<file path="src/logic/oscsel_pkg.sv">
// Purpose: shared constants of the oscillator select and switch control
// Assumes: 32-bit classic Wishbone, registers on aligned words
// Notes: source codes are shared by the current and new source fields

package oscsel_pkg;

    // register byte offsets
    localparam logic [7:0] OFS_OSC_CTRL = 8'h00;
    localparam logic [7:0] OFS_DIV_CTRL = 8'h04;
    localparam logic [7:0] OFS_UNLOCK = 8'h08;

    // oscillator control/status field positions
    localparam int CUR_SRC_LSB = 12;
    localparam int NEW_SRC_LSB = 8;
    localparam int SEL_LOCK_BIT = 7;
    localparam int PIN_LOCK_BIT = 6;
    localparam int PLL_LOCK_BIT = 5;
    localparam int FAIL_BIT = 3;
    localparam int PRI_SLEEP_BIT = 2;
    localparam int SEC_EN_BIT = 1;
    localparam int SW_REQ_BIT = 0;

    // divider control field positions
    localparam int DIV_SRC_LSB = 8;
    localparam int POST_LSB = 6;
    localparam int PLL_ON_BIT = 5;

    // source codes
    localparam logic [2:0] SRC_FAST_RC = 3'h0;
    localparam logic [2:0] SRC_FAST_RC_PLL = 3'h1;
    localparam logic [2:0] SRC_PRIMARY = 3'h2;
    localparam logic [2:0] SRC_PRIMARY_PLL = 3'h3;
    localparam logic [2:0] SRC_SECONDARY = 3'h4;
    localparam logic [2:0] SRC_LOW_POWER_RC = 3'h5;
    localparam logic [2:0] SRC_RESERVED = 3'h6;
    localparam logic [2:0] SRC_DIVIDED = 3'h7;

    // primary submode codes
    localparam logic [1:0] PRI_EXT_CLOCK = 2'h0;
    localparam logic [1:0] PRI_CRYSTAL = 2'h1;
    localparam logic [1:0] PRI_HS_CRYSTAL = 2'h2;
    localparam logic [1:0] PRI_OFF = 2'h3;

    // reset values (erased configuration)
    localparam logic [2:0] RST_SOURCE = 3'h7;
    localparam logic [2:0] RST_DIV_SRC = 3'h0;
    localparam logic [1:0] RST_MONITOR_CFG = 2'h3;
    localparam logic [1:0] RST_SUBMODE_CFG = 2'h3;

    // unlock keys, written in order to the unlock register
    localparam logic [7:0] UNLOCK_KEY1 = 8'h46;
    localparam logic [7:0] UNLOCK_KEY2 = 8'h57;

    // timing
    localparam int CLK_MHZ = 125;
    localparam int PLL_START_NS = 2000;
    localparam int PLL_START_CYC = (PLL_START_NS * CLK_MHZ + 999) / 1000;
    localparam int SETTLE_NS = 32;
    localparam int SETTLE_CYC = (SETTLE_NS * CLK_MHZ + 999) / 1000;
    localparam int CFG_SYNC_CYC = 2;

endpackage : oscsel_pkg

</file>
<file path="src/logic/oscsel_switch_seq.sv">
// Purpose: break-before-make sequencer for a clock source change
// Assumes: start_i is a single-cycle pulse given only while idle
// Notes: every gate stays off for the settle time before the new one opens

`timescale 1ns/1ps
`default_nettype none

module oscsel_switch_seq (
    // clock and reset
    input wire logic ref_clk_i,
    input wire logic nrst_i,
    // control
    input wire logic start_i,
    // status
    output logic busy_o,
    output logic gate_off_o,
    output logic done_o
);

    typedef enum logic [0:0] {
        SEQ_IDLE,
        SEQ_OFF
    } oscsel_seq_state_t;

    localparam logic [3:0] LAST_CNT = 4'(oscsel_pkg::SETTLE_CYC - 1);

    oscsel_seq_state_t state_q;
    logic [3:0] cnt_q;

    // state walk: idle, then all gates closed for the settle window
    always_ff @(posedge ref_clk_i or negedge nrst_i) begin
        if (!nrst_i) begin
            state_q <= SEQ_IDLE;
        end else begin
            unique case (state_q)
                SEQ_IDLE: begin
                    if (start_i) begin
                        state_q <= SEQ_OFF;
                    end
                end
                SEQ_OFF: begin
                    if (cnt_q == LAST_CNT) begin
                        state_q <= SEQ_IDLE;
                    end
                end
            endcase
        end
    end

    // settle counter
    always_ff @(posedge ref_clk_i or negedge nrst_i) begin
        if (!nrst_i) begin
            cnt_q <= 4'h0;
        end else if (state_q == SEQ_OFF) begin
            cnt_q <= cnt_q + 4'h1;
        end else begin
            cnt_q <= 4'h0;
        end
    end

    // status outputs
    assign busy_o = (state_q == SEQ_OFF);
    assign gate_off_o = (state_q == SEQ_OFF);
    assign done_o = (state_q == SEQ_OFF) && (cnt_q == LAST_CNT);
endmodule : oscsel_switch_seq

`default_nettype wire

</file>
<file path="src/logic/oscsel_top.sv">
// Purpose: clock source select, switch and lock control with Wishbone regs
// Assumes: configuration and oscillator status pins are asynchronous
// Notes: oscillator control register writes need the two-key unlock just before; divider control writes need none
//
// How it works
// - switch requests act only when switch/monitor config upper bit is 0
// - fail-safe monitor runs only when switch/monitor config equals 00
// - startup source config picks the clock source after power-on
// - primary submode drives primary oscillator; 11 for non-primary sources
// - divided mode input comes from divider source select, fast RC at reset
// - erased configuration starts divided mode fed by fast RC
// - pin function config picks output or I/O for internal sources
// - control register writes ignored unless unlock keys written just before; divider control writes here take effect without the keys
// - current source field bits 14-12 shows source in use
// - software writes requested source into new source bits 10-8
// - both source fields load from startup config after reset
// - with monitor on, selection lock bit 7 freezes clock selections
// - with monitor off, selections are never locked
// - lock ignores new source, request, postscaler and PLL-on writes
// - pin lock bit 6 changes only after the unlock sequence
// - one-way config keeps pin lock set until reset
// - PLL lock reads 0 at reset, during switch, in non-PLL modes
// - clock-fail flag clears by writing 0; writing 1 does nothing
// - PLL lock reads 1 when locked or startup timer expired
// - monitor-detected failure sets the clock-fail flag
// - request bit 0 starts switch; hardware clears it when complete
// - sleep enable and secondary enable drive the oscillators
//
// The implementer's own choices: the placing of the registers and the Wishbone interface to the registers.

`timescale 1ns/1ps
`default_nettype none

module oscsel_top (
    // clock and reset
    input wire logic ref_clk_i,
    input wire logic nrst_i,
    // wishbone slave
    input wire logic wb_cyc_i,
    input wire logic wb_stb_i,
    input wire logic wb_we_i,
    input wire logic [7:0] wb_adr_i,
    input wire logic [3:0] wb_sel_i,
    input wire logic [31:0] wb_dat_i,
    output logic [31:0] wb_dat_o,
    output logic wb_ack_o,
    // nonvolatile configuration
    input wire logic [1:0] switch_monitor_cfg_i,
    input wire logic [1:0] primary_submode_cfg_i,
    input wire logic [2:0] startup_source_cfg_i,
    input wire logic osc_out_pin_function_cfg_i,
    input wire logic one_way_pin_lock_cfg_i,
    // oscillator status
    input wire logic pll_in_lock_i,
    input wire logic clock_fail_detect_i,
    // clock tree controls
    output logic [7:0] clock_gate_en_o,
    output logic [2:0] current_source_o,
    output logic [1:0] primary_submode_o,
    output logic primary_output_pin_gpio_o,
    output logic [2:0] divider_source_select_o,
    output logic pll_enable_o,
    output logic [1:0] pll_postscaler_select_o,
    output logic fail_safe_monitor_en_o,
    output logic pin_config_lock_o,
    output logic primary_sleep_enable_o,
    output logic secondary_enable_o
);

    // two-flop synchronisers for the pins
    logic [10:0] pin_meta_q;
    logic [10:0] pin_sync_q;
    logic [1:0] mon_cfg;
    logic [1:0] sub_cfg;
    logic [2:0] start_cfg;
    logic pin_fn_cfg;
    logic one_way_cfg;
    logic pll_lock_s;
    logic fail_s;

    // init and bus
    logic [1:0] init_cnt_q;
    logic loaded_q;
    logic load;
    logic ack_q;
    logic [31:0] dat_q;
    logic req;
    logic wr_req;
    logic key_stage_q;
    logic unlocked_q;
    logic osc_wr;
    logic div_wr;

    // control state
    logic [2:0] cur_src_q;
    logic [2:0] new_src_q;
    logic sel_lock_q;
    logic pin_lock_q;
    logic pll_lock_q;
    logic fail_q;
    logic pri_sleep_q;
    logic sec_en_q;
    logic sw_req_q;
    logic [2:0] div_src_q;
    logic [1:0] post_q;
    logic pll_on_q;
    logic [7:0] pll_tmr_q;

    // derived
    logic switch_allowed;
    logic monitor_en;
    logic lock_eff;
    logic pll_mode;
    logic primary_mode;
    logic seq_start;
    logic seq_busy;
    logic seq_gate_off;
    logic seq_done;
    logic [15:0] osc_rd;
    logic [15:0] div_rd;

    localparam logic [7:0] PLL_LAST = 8'(oscsel_pkg::PLL_START_CYC - 1);
    localparam logic [1:0] INIT_LAST = 2'(oscsel_pkg::CFG_SYNC_CYC);
    // upper ends of the multi-bit write fields
    localparam int NEW_HI = oscsel_pkg::NEW_SRC_LSB + 2;
    localparam int DIV_HI = oscsel_pkg::DIV_SRC_LSB + 2;
    localparam int POST_HI = oscsel_pkg::POST_LSB + 1;

    // pin synchronisers; reset to the erased configuration
    always_ff @(posedge ref_clk_i or negedge nrst_i) begin
        if (!nrst_i) begin
            pin_meta_q <= {2'h0, 1'b1, 1'b1, oscsel_pkg::RST_SOURCE,
                           oscsel_pkg::RST_SUBMODE_CFG,
                           oscsel_pkg::RST_MONITOR_CFG};
            pin_sync_q <= {2'h0, 1'b1, 1'b1, oscsel_pkg::RST_SOURCE,
                           oscsel_pkg::RST_SUBMODE_CFG,
                           oscsel_pkg::RST_MONITOR_CFG};
        end else begin
            pin_meta_q <= {clock_fail_detect_i, pll_in_lock_i,
                           one_way_pin_lock_cfg_i, osc_out_pin_function_cfg_i,
                           startup_source_cfg_i, primary_submode_cfg_i,
                           switch_monitor_cfg_i};
            pin_sync_q <= pin_meta_q;
        end
    end

    assign mon_cfg = pin_sync_q[1:0];
    assign sub_cfg = pin_sync_q[3:2];
    assign start_cfg = pin_sync_q[6:4];
    assign pin_fn_cfg = pin_sync_q[7];
    assign one_way_cfg = pin_sync_q[8];
    assign pll_lock_s = pin_sync_q[9];
    assign fail_s = pin_sync_q[10];

    assign switch_allowed = !mon_cfg[1];
    assign monitor_en = (mon_cfg == 2'h0);
    assign lock_eff = sel_lock_q && monitor_en;
    assign pll_mode = (cur_src_q == oscsel_pkg::SRC_PRIMARY_PLL) ||
                      (cur_src_q == oscsel_pkg::SRC_FAST_RC_PLL);
    assign primary_mode = (cur_src_q == oscsel_pkg::SRC_PRIMARY_PLL) ||
                          (cur_src_q == oscsel_pkg::SRC_PRIMARY);

    // config capture waits until the synchronisers hold real pin values
    always_ff @(posedge ref_clk_i or negedge nrst_i) begin
        if (!nrst_i) begin
            init_cnt_q <= 2'h0;
            loaded_q <= 1'b0;
        end else if (!loaded_q) begin
            init_cnt_q <= init_cnt_q + 2'h1;
            loaded_q <= (init_cnt_q == INIT_LAST);
        end
    end
    assign load = !loaded_q && (init_cnt_q == INIT_LAST);

    // bus: ack one cycle after the request, writes act on the ack edge
    assign req = wb_cyc_i && wb_stb_i && loaded_q;
    assign wr_req = req && wb_we_i && ack_q;
    assign osc_wr = wr_req && (wb_adr_i == oscsel_pkg::OFS_OSC_CTRL) &&
                    unlocked_q;
    assign div_wr = wr_req && (wb_adr_i == oscsel_pkg::OFS_DIV_CTRL);

    always_ff @(posedge ref_clk_i or negedge nrst_i) begin
        if (!nrst_i) begin
            ack_q <= 1'b0;
        end else begin
            ack_q <= req && !ack_q;
        end
    end

    // read data captured with the request, unmapped reads give zero
    always_ff @(posedge ref_clk_i or negedge nrst_i) begin
        if (!nrst_i) begin
            dat_q <= 32'h0;
        end else if (req && !ack_q) begin
            unique case (wb_adr_i)
                oscsel_pkg::OFS_OSC_CTRL: dat_q <= {16'h0, osc_rd};
                oscsel_pkg::OFS_DIV_CTRL: dat_q <= {16'h0, div_rd};
                default: dat_q <= 32'h0;
            endcase
        end
    end
    assign wb_ack_o = ack_q;
    assign wb_dat_o = dat_q;

    // unlock keys; any other write closes the window again
    always_ff @(posedge ref_clk_i or negedge nrst_i) begin
        if (!nrst_i) begin
            key_stage_q <= 1'b0;
            unlocked_q <= 1'b0;
        end else if (wr_req) begin
            if (wb_adr_i == oscsel_pkg::OFS_UNLOCK && wb_sel_i[0]) begin
                key_stage_q <= (wb_dat_i[7:0] == oscsel_pkg::UNLOCK_KEY1);
                unlocked_q <= key_stage_q &&
                              (wb_dat_i[7:0] == oscsel_pkg::UNLOCK_KEY2);
            end else begin
                key_stage_q <= 1'b0;
                unlocked_q <= 1'b0;
            end
        end
    end

    // current source loads from config, then follows switches
    always_ff @(posedge ref_clk_i or negedge nrst_i) begin
        if (!nrst_i) begin
            cur_src_q <= oscsel_pkg::RST_SOURCE;
        end else if (load) begin
            cur_src_q <= start_cfg;
        end else if (seq_done) begin
            cur_src_q <= new_src_q;
        end
    end

    always_ff @(posedge ref_clk_i or negedge nrst_i) begin
        if (!nrst_i) begin
            new_src_q <= oscsel_pkg::RST_SOURCE;
        end else if (load) begin
            new_src_q <= start_cfg;
        end else if (osc_wr && wb_sel_i[1] && !lock_eff && !sw_req_q) begin
            new_src_q <= wb_dat_i[NEW_HI:oscsel_pkg::NEW_SRC_LSB];
        end
    end
    always_ff @(posedge ref_clk_i or negedge nrst_i) begin
        if (!nrst_i) begin
            sel_lock_q <= 1'b0;
        end else if (osc_wr && wb_sel_i[0]) begin
            sel_lock_q <= wb_dat_i[oscsel_pkg::SEL_LOCK_BIT];
        end
    end

    always_ff @(posedge ref_clk_i or negedge nrst_i) begin
        if (!nrst_i) begin
            pin_lock_q <= 1'b0;
        end else if (osc_wr && wb_sel_i[0] &&
                     !(one_way_cfg && pin_lock_q)) begin
            pin_lock_q <= wb_dat_i[oscsel_pkg::PIN_LOCK_BIT];
        end
    end

    // clock-fail flag; a failure wins over a clear
    always_ff @(posedge ref_clk_i or negedge nrst_i) begin
        if (!nrst_i) begin
            fail_q <= 1'b0;
        end else if (fail_s && monitor_en) begin
            fail_q <= 1'b1;
        end else if (osc_wr && wb_sel_i[0] &&
                     !wb_dat_i[oscsel_pkg::FAIL_BIT]) begin
            fail_q <= 1'b0;
        end
    end

    always_ff @(posedge ref_clk_i or negedge nrst_i) begin
        if (!nrst_i) begin
            pri_sleep_q <= 1'b0;
            sec_en_q <= 1'b0;
        end else if (osc_wr && wb_sel_i[0]) begin
            pri_sleep_q <= wb_dat_i[oscsel_pkg::PRI_SLEEP_BIT];
            sec_en_q <= wb_dat_i[oscsel_pkg::SEC_EN_BIT];
        end
    end

    // switch request; hardware only clears it
    always_ff @(posedge ref_clk_i or negedge nrst_i) begin
        if (!nrst_i) begin
            sw_req_q <= 1'b0;
        end else if (seq_done) begin
            sw_req_q <= 1'b0;
        end else if (sw_req_q && !seq_busy &&
                     new_src_q == oscsel_pkg::SRC_RESERVED) begin
            sw_req_q <= 1'b0;
        end else if (osc_wr && wb_sel_i[0] && !lock_eff && switch_allowed &&
                     wb_dat_i[oscsel_pkg::SW_REQ_BIT]) begin
            sw_req_q <= 1'b1;
        end
    end

    // reserved code never starts the sequencer
    assign seq_start = sw_req_q && !seq_busy &&
                       (new_src_q != oscsel_pkg::SRC_RESERVED);

    oscsel_switch_seq u_seq (
        .ref_clk_i(ref_clk_i),
        .nrst_i(nrst_i),
        .start_i(seq_start),
        .busy_o(seq_busy),
        .gate_off_o(seq_gate_off),
        .done_o(seq_done)
    );

    always_ff @(posedge ref_clk_i or negedge nrst_i) begin
        if (!nrst_i) begin
            div_src_q <= oscsel_pkg::RST_DIV_SRC;
            post_q <= 2'h0;
            pll_on_q <= 1'b0;
        end else if (div_wr) begin
            if (wb_sel_i[1]) begin
                div_src_q <= wb_dat_i[DIV_HI:oscsel_pkg::DIV_SRC_LSB];
            end
            if (wb_sel_i[0] && !lock_eff) begin
                post_q <= wb_dat_i[POST_HI:oscsel_pkg::POST_LSB];
                pll_on_q <= wb_dat_i[oscsel_pkg::PLL_ON_BIT];
            end
        end
    end

    // PLL start-up timer restarts on every switch or non-PLL mode
    always_ff @(posedge ref_clk_i or negedge nrst_i) begin
        if (!nrst_i) begin
            pll_tmr_q <= 8'h0;
        end else if (seq_busy || !pll_mode) begin
            pll_tmr_q <= 8'h0;
        end else if (pll_tmr_q != PLL_LAST) begin
            pll_tmr_q <= pll_tmr_q + 8'h1;
        end
    end

    always_ff @(posedge ref_clk_i or negedge nrst_i) begin
        if (!nrst_i) begin
            pll_lock_q <= 1'b0;
        end else begin
            pll_lock_q <= pll_mode && !seq_busy &&
                          (pll_lock_s || pll_tmr_q == PLL_LAST);
        end
    end

    // read images, unimplemented bits tied low
    assign osc_rd = {1'b0, cur_src_q, 1'b0, new_src_q, sel_lock_q,
                     pin_lock_q, pll_lock_q, 1'b0, fail_q, pri_sleep_q,
                     sec_en_q, sw_req_q};
    assign div_rd = {5'h0, div_src_q, post_q, pll_on_q, 5'h0};

    // clock tree: every gate closed while the sequencer breaks
    assign clock_gate_en_o = seq_gate_off ? 8'h0 : (8'h1 << cur_src_q);
    assign current_source_o = cur_src_q;
    // primary submode only for primary sources
    assign primary_submode_o = primary_mode ? sub_cfg : oscsel_pkg::PRI_OFF;
    // pin function when not on the primary
    assign primary_output_pin_gpio_o = !primary_mode && pin_fn_cfg;
    assign divider_source_select_o = div_src_q;
    assign pll_enable_o = pll_mode || pll_on_q;
    assign pll_postscaler_select_o = post_q;
    assign fail_safe_monitor_en_o = monitor_en;
    assign pin_config_lock_o = pin_lock_q;
    assign primary_sleep_enable_o = pri_sleep_q;
    assign secondary_enable_o = sec_en_q;
endmodule : oscsel_top

`default_nettype wire

</file>
<file path="config.mk">
export PLATFORM = sky130hd
export DESIGN_NAME = oscsel_top
export DESIGN_NICKNAME = d
export VERILOG_FILES = /design/src/logic/oscsel_pkg.sv /design/src/logic/oscsel_switch_seq.sv /design/src/logic/oscsel_top.sv
export SDC_FILE = /design/constraint.sdc
export NUM_CORES = 1
export LEC_CHECK = 0
export BUFFER_PORTS_ARGS = -buffer_cell sky130_fd_sc_hd__buf_2
export CORE_MARGIN = 2
export CORE_UTILIZATION = 30
export DETAILED_ROUTE_END_ITERATION = 10
export PLACE_DENSITY_LB_ADDON = 0.12
export SETUP_SLACK_MARGIN = 0.1
export SYNTH_ARGS = -nofsm -noshare
export SYNTH_HDL_FRONTEND = slang
export SYNTH_SLANG_ARGS = --single-unit
</file>
<file path="constraint.sdc">
create_clock -name ref_clk_i -period 2.7 [get_ports ref_clk_i]
set_clock_uncertainty 0.05 [all_clocks]
set_input_delay 0.54 -clock ref_clk_i [delete_from_list [all_inputs] [get_ports ref_clk_i]]
set_output_delay 0.54 -clock ref_clk_i [all_outputs]
set_load 0.1 [all_outputs]
</file>
==> metrics.txt, run 1 <==
outcome=finished, final reports clean; standby leakage power=1.87 nW; synth cell count leaders=sky130_fd_sc_hd__dfrtp_1, sky130_fd_sc_hd__nand2_1, sky130_fd_sc_hd__dfstp_2, sky130_fd_sc_hd__buf_4, sky130_fd_sc_hd__nor2_1; final global-route overflow total=0; Crit path buffers/inverters=1; crit path max-delay cell type=sky130_fd_sc_hd__dfstp_2; count of unresolved DRC violations after routing=0; placed instance count=480; Longest Clk Path Bufs=2; Tightest Pin Transition=0.590 ns; min cycle time layout=2.47 ns; antenna violations before repair=0; accumulated negative setup slack=0 ns; total of hold buffers inserted after clock tree synthesis=0; Total GRT Usage=0.132; clock latency at the later pin of the worst-skew pair=0.35 ns; starting density of the core=0.305; count of nets after finishing=419; port buffer count=74; mean cell area of the mapped netlist=11.5 um2; CP Depth=3; share of post-route cells with drive strength above 1=0.408; maximum level of the CTS H-tree=3; Top delay family on crit path=flip-flops; Non-Filler Instances=496; area of the placeable core=10,200 um2; proportion of power drawn by the clock network=0.346; via/cell ratio=4.52; DIE WIDTH=106 um; signal arrival time at the worst endpoint=1.88 ns; Power Internal=1.57 mW; number of clock sinks=73; unrepaired setup endpoints after global routing=false; final core area utilization=0.378; hold slack=0.139 ns; sw power=0.688 mW; proportion of synthesized chip area in sequential cells=0.595; Ys Warns=0; combinational power share=0.143; register clock-pin slew on the reported worst setup and hold paths=0.08 ns; main flop type after synthesis=sky130_fd_sc_hd__dfrtp_1; number of instances in the synthesized netlist=272; worst supply voltage drop on vdd=0.000265 V; Final Hold Viols=0; Period Utilization, post-route=0.915; worst r2r path cells=4; root cell of the clock tree=sky130_fd_sc_hd__clkbuf_8; crit start category=flop; Max Fanout on Critical Path=12; Worst Hold Class=in -> async; Worst Setup End Kind=output pin; total wirelength of the detailed-routed design=7120 um; DRT iter0 DRCs=61; largest cells by area after synthesis=sky130_fd_sc_hd__dfrtp_1, sky130_fd_sc_hd__dfstp_2, sky130_fd_sc_hd__buf_4, sky130_fd_sc_hd__nand2_1, sky130_fd_sc_hd__mux2_2; sequence of cells on the critical path=nand2b_1 > nor2_2 > buf_2; capture point of the worst reg-to-reg path=pll_tmr_q[0]$_DFFE_PN0P_; setup slack of the most critical reg-to-reg path=0.59 ns; highest clock rate=405 MHz; DR vias=2,243; CP required=2.11 ns; postcts setup bufs=0; number of endpoints failing setup at the final stage=0; fin worst setup slack=0.229 ns; pin count of the biggest net entering global routing=47; number of CTS-inserted buffers=9; EDFF count, synth=0; dominant cell by count in the synthesized netlist=sky130_fd_sc_hd__dfrtp_1; number of top-level pins=117; netlist area before placement=3120 um2; peak per-stage delay on the critical path=0.77 ns; top cell type's share of synthesized area=0.393; count of standard-cell rows=37; Initial DRT Pass Iterations=4; y dimension of the die=106 um; cts repair resizes=1; proportion of total power due to net switching=0.305; diode count=0; worst rel slew slack=0.607; sequential group share of total power=0.511; Final GP Congestion=0.746; first element of the critical path=current_source_o[1]$_DFFE_PN1P_; detail-routed net length per standard cell=14.4 um; die area=11,200 um2; Worst Setup Path Type=reg -> out; power per unit of standard cell area=583 nW/um2; via count of the first global-routing pass=2,163; top cell type by total area after synthesis=sky130_fd_sc_hd__dfrtp_1; Area growth, synth to finish=24.1%; total chip power=2.26 mW; Layout Cell Area excl Fill=3870 um2; number of unique standard cell types used by synthesis=40; Post-DRT Antenna Nets=0; ys async rst share=1.00; number of pins with negative max-slew slack in the final report=0; HPWL after detailed placement=5170 um; worst setup slack before clock tree synthesis=0.219 ns; TritonCTS clock tree=yes; global-route wire length before repair=11,400 um; CP endpoint=clock_gate_en_o[7]; flip-flop and latch count after synthesis=73; maxcap violations=0; placed inst area=3690 um2; RR Startpoint=current_source_o[0]$_DFFE_PN1P_
-- logic make-up after synthesis --
family          Yosys count  share of synthesized area
fa+ha+maj                 4                     0.0160
simple gates            102                      0.176
other cells               1                    0.00120
mux                      12                     0.0421
xor+xnor                  7                     0.0196
compound gates           38                     0.0846
flops                    73                      0.595
buf+inv                  35                     0.0658
-- metal layers --
metal / track usage / part of all wire
met1: 0.197 / 0.51
met2: 0.182 / 0.44
met3: 0.0282 / 0.035
met4: 0.0583 / 0.016
met5: 0 / 0
-- layout make-up --
| type | count | area, um2 |
|---|---|---|
| Clock buffer | 14 | 163 |
| Clock inverter | 2 | 12.5 |
| Fill cell | 1037 | 6360 |
| Inverter | 8 | 30.0 |
| Multi-Input combinational cell | 182 | 1190 |
| Sequential cell | 73 | 1860 |
| Tap cell | 136 | 170 |
| Timing Repair Buffer | 81 | 440 |
-- worst reg2reg max path, cell delays in order, from the launching register on --
cell and delay [ns]:
sky130_fd_sc_hd__dfstp_4 0.70, sky130_fd_sc_hd__or3b_4 0.49, sky130_fd_sc_hd__nor4_2 0.54, sky130_fd_sc_hd__or3_1 0.19, sky130_fd_sc_hd__nand2_1 0.05
-- power groups by stage --
stage / Clock, mW / Combinational (mW) / Sequential, mW
after floorplan: 0 / 0.241 / 1.19
after global placement: 0 / 0.324 / 1.17
after detailed placement: 0 / 0.324 / 1.17
after CTS: 0.814 / 0.326 / 1.15
after global routing: 0.855 / 0.341 / 1.16
final: 0.780 / 0.322 / 1.15
-- worst min-delay path by stage --
stage                        startpoint                                      to  slack, ns  cells after the start
6_report                         nrst_i                 wb_dat_o[2]$_DFFE_PN0P_       0.14                      2
5_1_grt                          nrst_i                 wb_dat_o[2]$_DFFE_PN0P_       0.16                      2
4_1_cts                          nrst_i                 wb_dat_o[2]$_DFFE_PN0P_       0.15                      2
3_5_place_dp    pin_meta_q[9]$_DFF_PN0_                 pin_sync_q[9]$_DFF_PN0_       0.29                      0
3_3_place_gp   pin_meta_q[10]$_DFF_PN0_                pin_sync_q[10]$_DFF_PN0_       0.28                      0
2_1_floorplan                    nrst_i  divider_source_select_o[0]$_DFFE_PN0P_       0.19                      0
-- state kept, by name, indices dropped and copies added, names as in the netlist --
name and cells:
pin_sync_q 11, wb_ack_o 1, new_src_q 3, pll_on_q 1
primary_sleep_enable_o 1, pll_lock_q 1, current_source_o 3, secondary_enable_o 1
loaded_q 1, u_seq.busy_o 1, pin_meta_q 11, divider_source_select_o 3
pll_tmr_q 8, sel_lock_q 1, sw_req_q 1, u_seq.cnt_q 4
key_stage_q 1, pin_config_lock_o 1, wb_dat_o 13, unlocked_q 1
pll_postscaler_select_o 2, init_cnt_q 2, fail_q 1
-- cells in the final DEF, fill, tap and decap left out, types with 5 or more instances in the layout --
cell	count
sky130_fd_sc_hd__a21oi_1	7
sky130_fd_sc_hd__a22o_1	7
sky130_fd_sc_hd__a22oi_1	6
sky130_fd_sc_hd__buf_2	72
sky130_fd_sc_hd__buf_4	7
sky130_fd_sc_hd__clkbuf_8	11
sky130_fd_sc_hd__conb_1	19
sky130_fd_sc_hd__dfrtp_1	49
sky130_fd_sc_hd__dfstp_2	23
sky130_fd_sc_hd__inv_1	8
sky130_fd_sc_hd__mux2_2	9
sky130_fd_sc_hd__nand2_1	29
sky130_fd_sc_hd__nand2b_1	5
sky130_fd_sc_hd__nand3_1	9
sky130_fd_sc_hd__nand4_1	6
sky130_fd_sc_hd__nor2_1	10
sky130_fd_sc_hd__o21ai_0	8
sky130_fd_sc_hd__or2_2	5
(Power assumes the default switching activity.)
==> run 2: changes to the inputs <==
--- a/config.mk
+++ b/config.mk
@@ -5,6 +5,7 @@
 export SDC_FILE = /design/constraint.sdc
 export NUM_CORES = 1
 export LEC_CHECK = 0
+export ABC_AREA = 1
 export BUFFER_PORTS_ARGS = -buffer_cell sky130_fd_sc_hd__buf_2
 export CORE_MARGIN = 2
 export CORE_UTILIZATION = 30
==> run 2 against run 1 <==
  * Wire length down 2.9%
  * Clock power up 20%
  * Worst hold slack worse by 0.020 ns
  * Count of clock-buffer cells in the layout down 4
  * Core utilization down 0.11 points
  * Critical endpoint is now primary_submode_o[0]
  * Highest routed layer unchanged
  * Final area up 0.61%
==> metrics.txt, run 2 <==
number of instances in the synthesized netlist=339 (+25%); most common cell after layout, fill and taps aside=sky130_fd_sc_hd__nand2_1; count of standard-cell rows=37 (unchanged); area of the placeable core=10,300 um2 (+0.91%); highest clock rate=411 MHz (+1.6%); register clock-pin slew on the reported worst setup and hold paths=0.07 ns (about the same); simple-gate share of the synthesized area=0.249 (+0.0732); number of clock sinks=73 (unchanged); detail-routed net length per standard cell=12.3 um (-15%); CP endpoint=primary_submode_o[0]; peak per-stage delay on the critical path=0.60 ns (-0.17 ns); Period Utilization, post-route=0.901 (-0.0143); Layout Cell Area excl Fill=3890 um2 (+0.61%); outcome=finished, final reports clean; unrepaired setup endpoints after global routing=false; global-route wire length before repair=11,200 um (-1.2%); standby leakage power=1.97 nW (+5.4%); worst supply voltage drop on vdd=0.000217 V (-18%); fraction of synthesized cell area in xor and xnor cells=0.00827 (-0.0114); RR Startpoint=init_cnt_q[0]$_DFFE_PN0N_; first element of the critical path=current_source_o[1]$_DFFE_PN1P_; via/cell ratio=4.29 (-5.2%); proportion of synthesized chip area in sequential cells=0.584 (-0.0108); min cycle time layout=2.43 ns (-0.0385 ns); die area=11,400 um2 (+1.8%); maxcap violations=0 (unchanged); clock latency at the later pin of the worst-skew pair=0.34 ns (about the same); Worst Hold Class=in -> async; Post-DRT Antenna Nets=0 (unchanged); antenna violations before repair=0 (unchanged); total wirelength of the detailed-routed design=6910 um (-2.9%); mean cell area of the mapped netlist=9.37 um2 (-18%); via count of the first global-routing pass=2,231 (+3.1%); synth cell count leaders=sky130_fd_sc_hd__nand2_1, sky130_fd_sc_hd__dfrtp_1, sky130_fd_sc_hd__nand3_1, sky130_fd_sc_hd__nor2_1, sky130_fd_sc_hd__inv_1; top library cells by usage in the layout, fill and taps aside=sky130_fd_sc_hd__nand2_1, sky130_fd_sc_hd__buf_2, sky130_fd_sc_hd__dfrtp_1, sky130_fd_sc_hd__nand3_1, sky130_fd_sc_hd__inv_1; DRT iter0 DRCs=128 (+110%); top cell type's share of synthesized area=0.386 (-0.00712); Max Fanout on Critical Path=6 (-6); number of endpoints failing setup at the final stage=0 (unchanged); pin count of the biggest net entering global routing=29 (-38%); worst r2r path cells=8 (+4); worst rel slew slack=0.655 (+0.0487); root cell of the clock tree=sky130_fd_sc_hd__clkbuf_8; max reg flops=13 (unchanged); sequence of cells on the critical path=inv_1 > o22ai_1 > nand2_1 > buf_2; power per unit of standard cell area=619 nW/um2 (+6.3%); number of CTS-inserted buffers=9 (unchanged); setup slack of the most critical reg-to-reg path=0.95 ns (+0.36 ns); final global-route overflow total=0 (unchanged); largest family of logic cells by synthesized area=simple AND/OR/NAND/NOR gates; largest cells by area after synthesis=sky130_fd_sc_hd__dfrtp_1, sky130_fd_sc_hd__dfstp_2, sky130_fd_sc_hd__nand2_1, sky130_fd_sc_hd__nand3_1, sky130_fd_sc_hd__buf_4; fin worst setup slack=0.268 ns (+0.0385 ns); Initial DRT Pass Iterations=4 (unchanged); count of nets after finishing=487 (+16%); ys async rst share=1.00 (unchanged); DIE WIDTH=107 um (+0.88%); Worst Setup Path Type=reg -> out; crit path max-delay cell type=sky130_fd_sc_hd__dfstp_2; number of pins with negative max-slew slack in the final report=0 (unchanged); number of unique standard cell types used by synthesis=31 (-23%); postcts setup bufs=0 (unchanged); post-synthesis compound-gate area fraction=0.0535 (-0.0311); maximum level of the CTS H-tree=3 (unchanged); worst setup slack before clock tree synthesis=0.596 ns (+0.377 ns); Worst Setup End Kind=output pin; hold slack=0.119 ns (-0.0200 ns); crit start category=flop; Longest Clk Path Bufs=2 (unchanged); TritonCTS clock tree=yes; y dimension of the die=107 um (+0.88%); EDFF count, synth=0 (unchanged); DR vias=2,419 (+7.8%); Area growth, synth to finish=22.6%; Tightest Pin Transition=0.517 ns (-0.0731 ns); fill cell count=1,062 (+2.4%); HPWL after detailed placement=5220 um (+0.99%); netlist area before placement=3180 um2 (+1.8%); total of hold buffers inserted after clock tree synthesis=0 (unchanged); Total GRT Usage=0.129 (-0.00323); Final Hold Viols=0 (unchanged); capture point of the worst reg-to-reg path=new_src_q[0]$_DFFE_PN1P_; port buffer count=74 (unchanged); Final GP Congestion=0.747 (about the same); main flop type after synthesis=sky130_fd_sc_hd__dfrtp_1; diode count=0 (unchanged); placed inst area=3680 um2 (-0.41%); number of top-level pins=117 (unchanged); cts repair resizes=0 (-1); post-synthesis mux area share=0 (-0.0421); Crit path buffers/inverters=2 (+1); placed instance count=548 (+14%); count of unresolved DRC violations after routing=0 (unchanged); dominant cell by count in the synthesized netlist=sky130_fd_sc_hd__nand2_1; CP Depth=4 (+1); share of synthesized cell area in full adder, half adder and majority cells=0.0157 (-0.000290); starting density of the core=0.308 (+0.00284); share of post-route cells with drive strength above 1=0.315 (-0.0929); Top delay family on crit path=flip-flops; Non-Filler Instances=564 (+14%); top cell type by total area after synthesis=sky130_fd_sc_hd__dfrtp_1; Ys Warns=0 (unchanged); signal arrival time at the worst endpoint=1.84 ns (-0.04 ns); CP required=2.11 ns (about the same); flip-flop and latch count after synthesis=73 (unchanged)
[run 2: layer usage]
layer | track usage | routed length [um] | up-vias
li1 | - | - | 1222
met1 | 0.185 | 3400 | 1128
met2 | 0.187 | 3150 | 64
met3 | 0.0255 | 281 | 5
met4 | 0.0584 | 80 | 0
met5 | 0 | 0 | -
[run 2: final cells by class]
cell class / count / area [um2] / share of cell area
Inverter: 32 / 120 / 0.0308
Timing Repair Buffer: 77 / 393 / 0.101
Clock buffer: 10 / 138 / 0.0353
Clock inverter: 6 / 81.3 / 0.0209
Multi-Input combinational cell: 230 / 1140 / 0.292
Tap cell: 136 / 170 / 0.0437
Sequential cell: 73 / 1860 / 0.477
[run 2: cell families after synthesis]
logic type,count (synthesis)
compound gates,33
xor+xnor,3
fa+ha+maj,4
buf+inv,54
flops,73
other cells,1
simple gates,171
[run 2: how the worst min path moves through the flow]
stage	slack (ns)	endpoint	from
after floorplan	0.19	divider_source_select_o[0]$_DFFE_PN0P_	nrst_i
after global placement	0.29	pin_sync_q[9]$_DFF_PN0_	pin_meta_q[9]$_DFF_PN0_
after detailed placement	0.29	pin_sync_q[10]$_DFF_PN0_	pin_meta_q[10]$_DFF_PN0_
after CTS	0.12	wb_dat_o[6]$_DFFE_PN0P_	nrst_i
after global routing	0.15	wb_dat_o[3]$_DFFE_PN0P_	nrst_i
final	0.12	wb_dat_o[6]$_DFFE_PN0P_	nrst_i
[run 2: worst register-to-register path, stage by stage, from the launching register on]
cell	delay, ns
sky130_fd_sc_hd__dfrtp_1	0.39
sky130_fd_sc_hd__inv_1	0.07
sky130_fd_sc_hd__ha_1	0.15
sky130_fd_sc_hd__inv_1	0.04
sky130_fd_sc_hd__nor2_1	0.33
sky130_fd_sc_hd__clkinv_1	0.35
sky130_fd_sc_hd__nand2_1	0.20
sky130_fd_sc_hd__nand2_1	0.07
sky130_fd_sc_hd__nand2_1	0.06
[run 2: through the flow]
stage	util	TNS (ns)	power, mW
after global routing	0.377	0	2.52
after CTS	0.377	0	2.45
after global placement	0.356	0	1.50
after detailed placement	0.356	0	1.50
final	0.377	0	2.41
after floorplan	-	-0.471	1.44
[run 2: report_power, final]
group	total, mW	internal, mW	leakage, nW	switching (mW)
sequential	1.15	1.13	0.905	0.0144
combinational	0.330	0.0471	0.955	0.283
clock	0.936	0.539	0.110	0.397
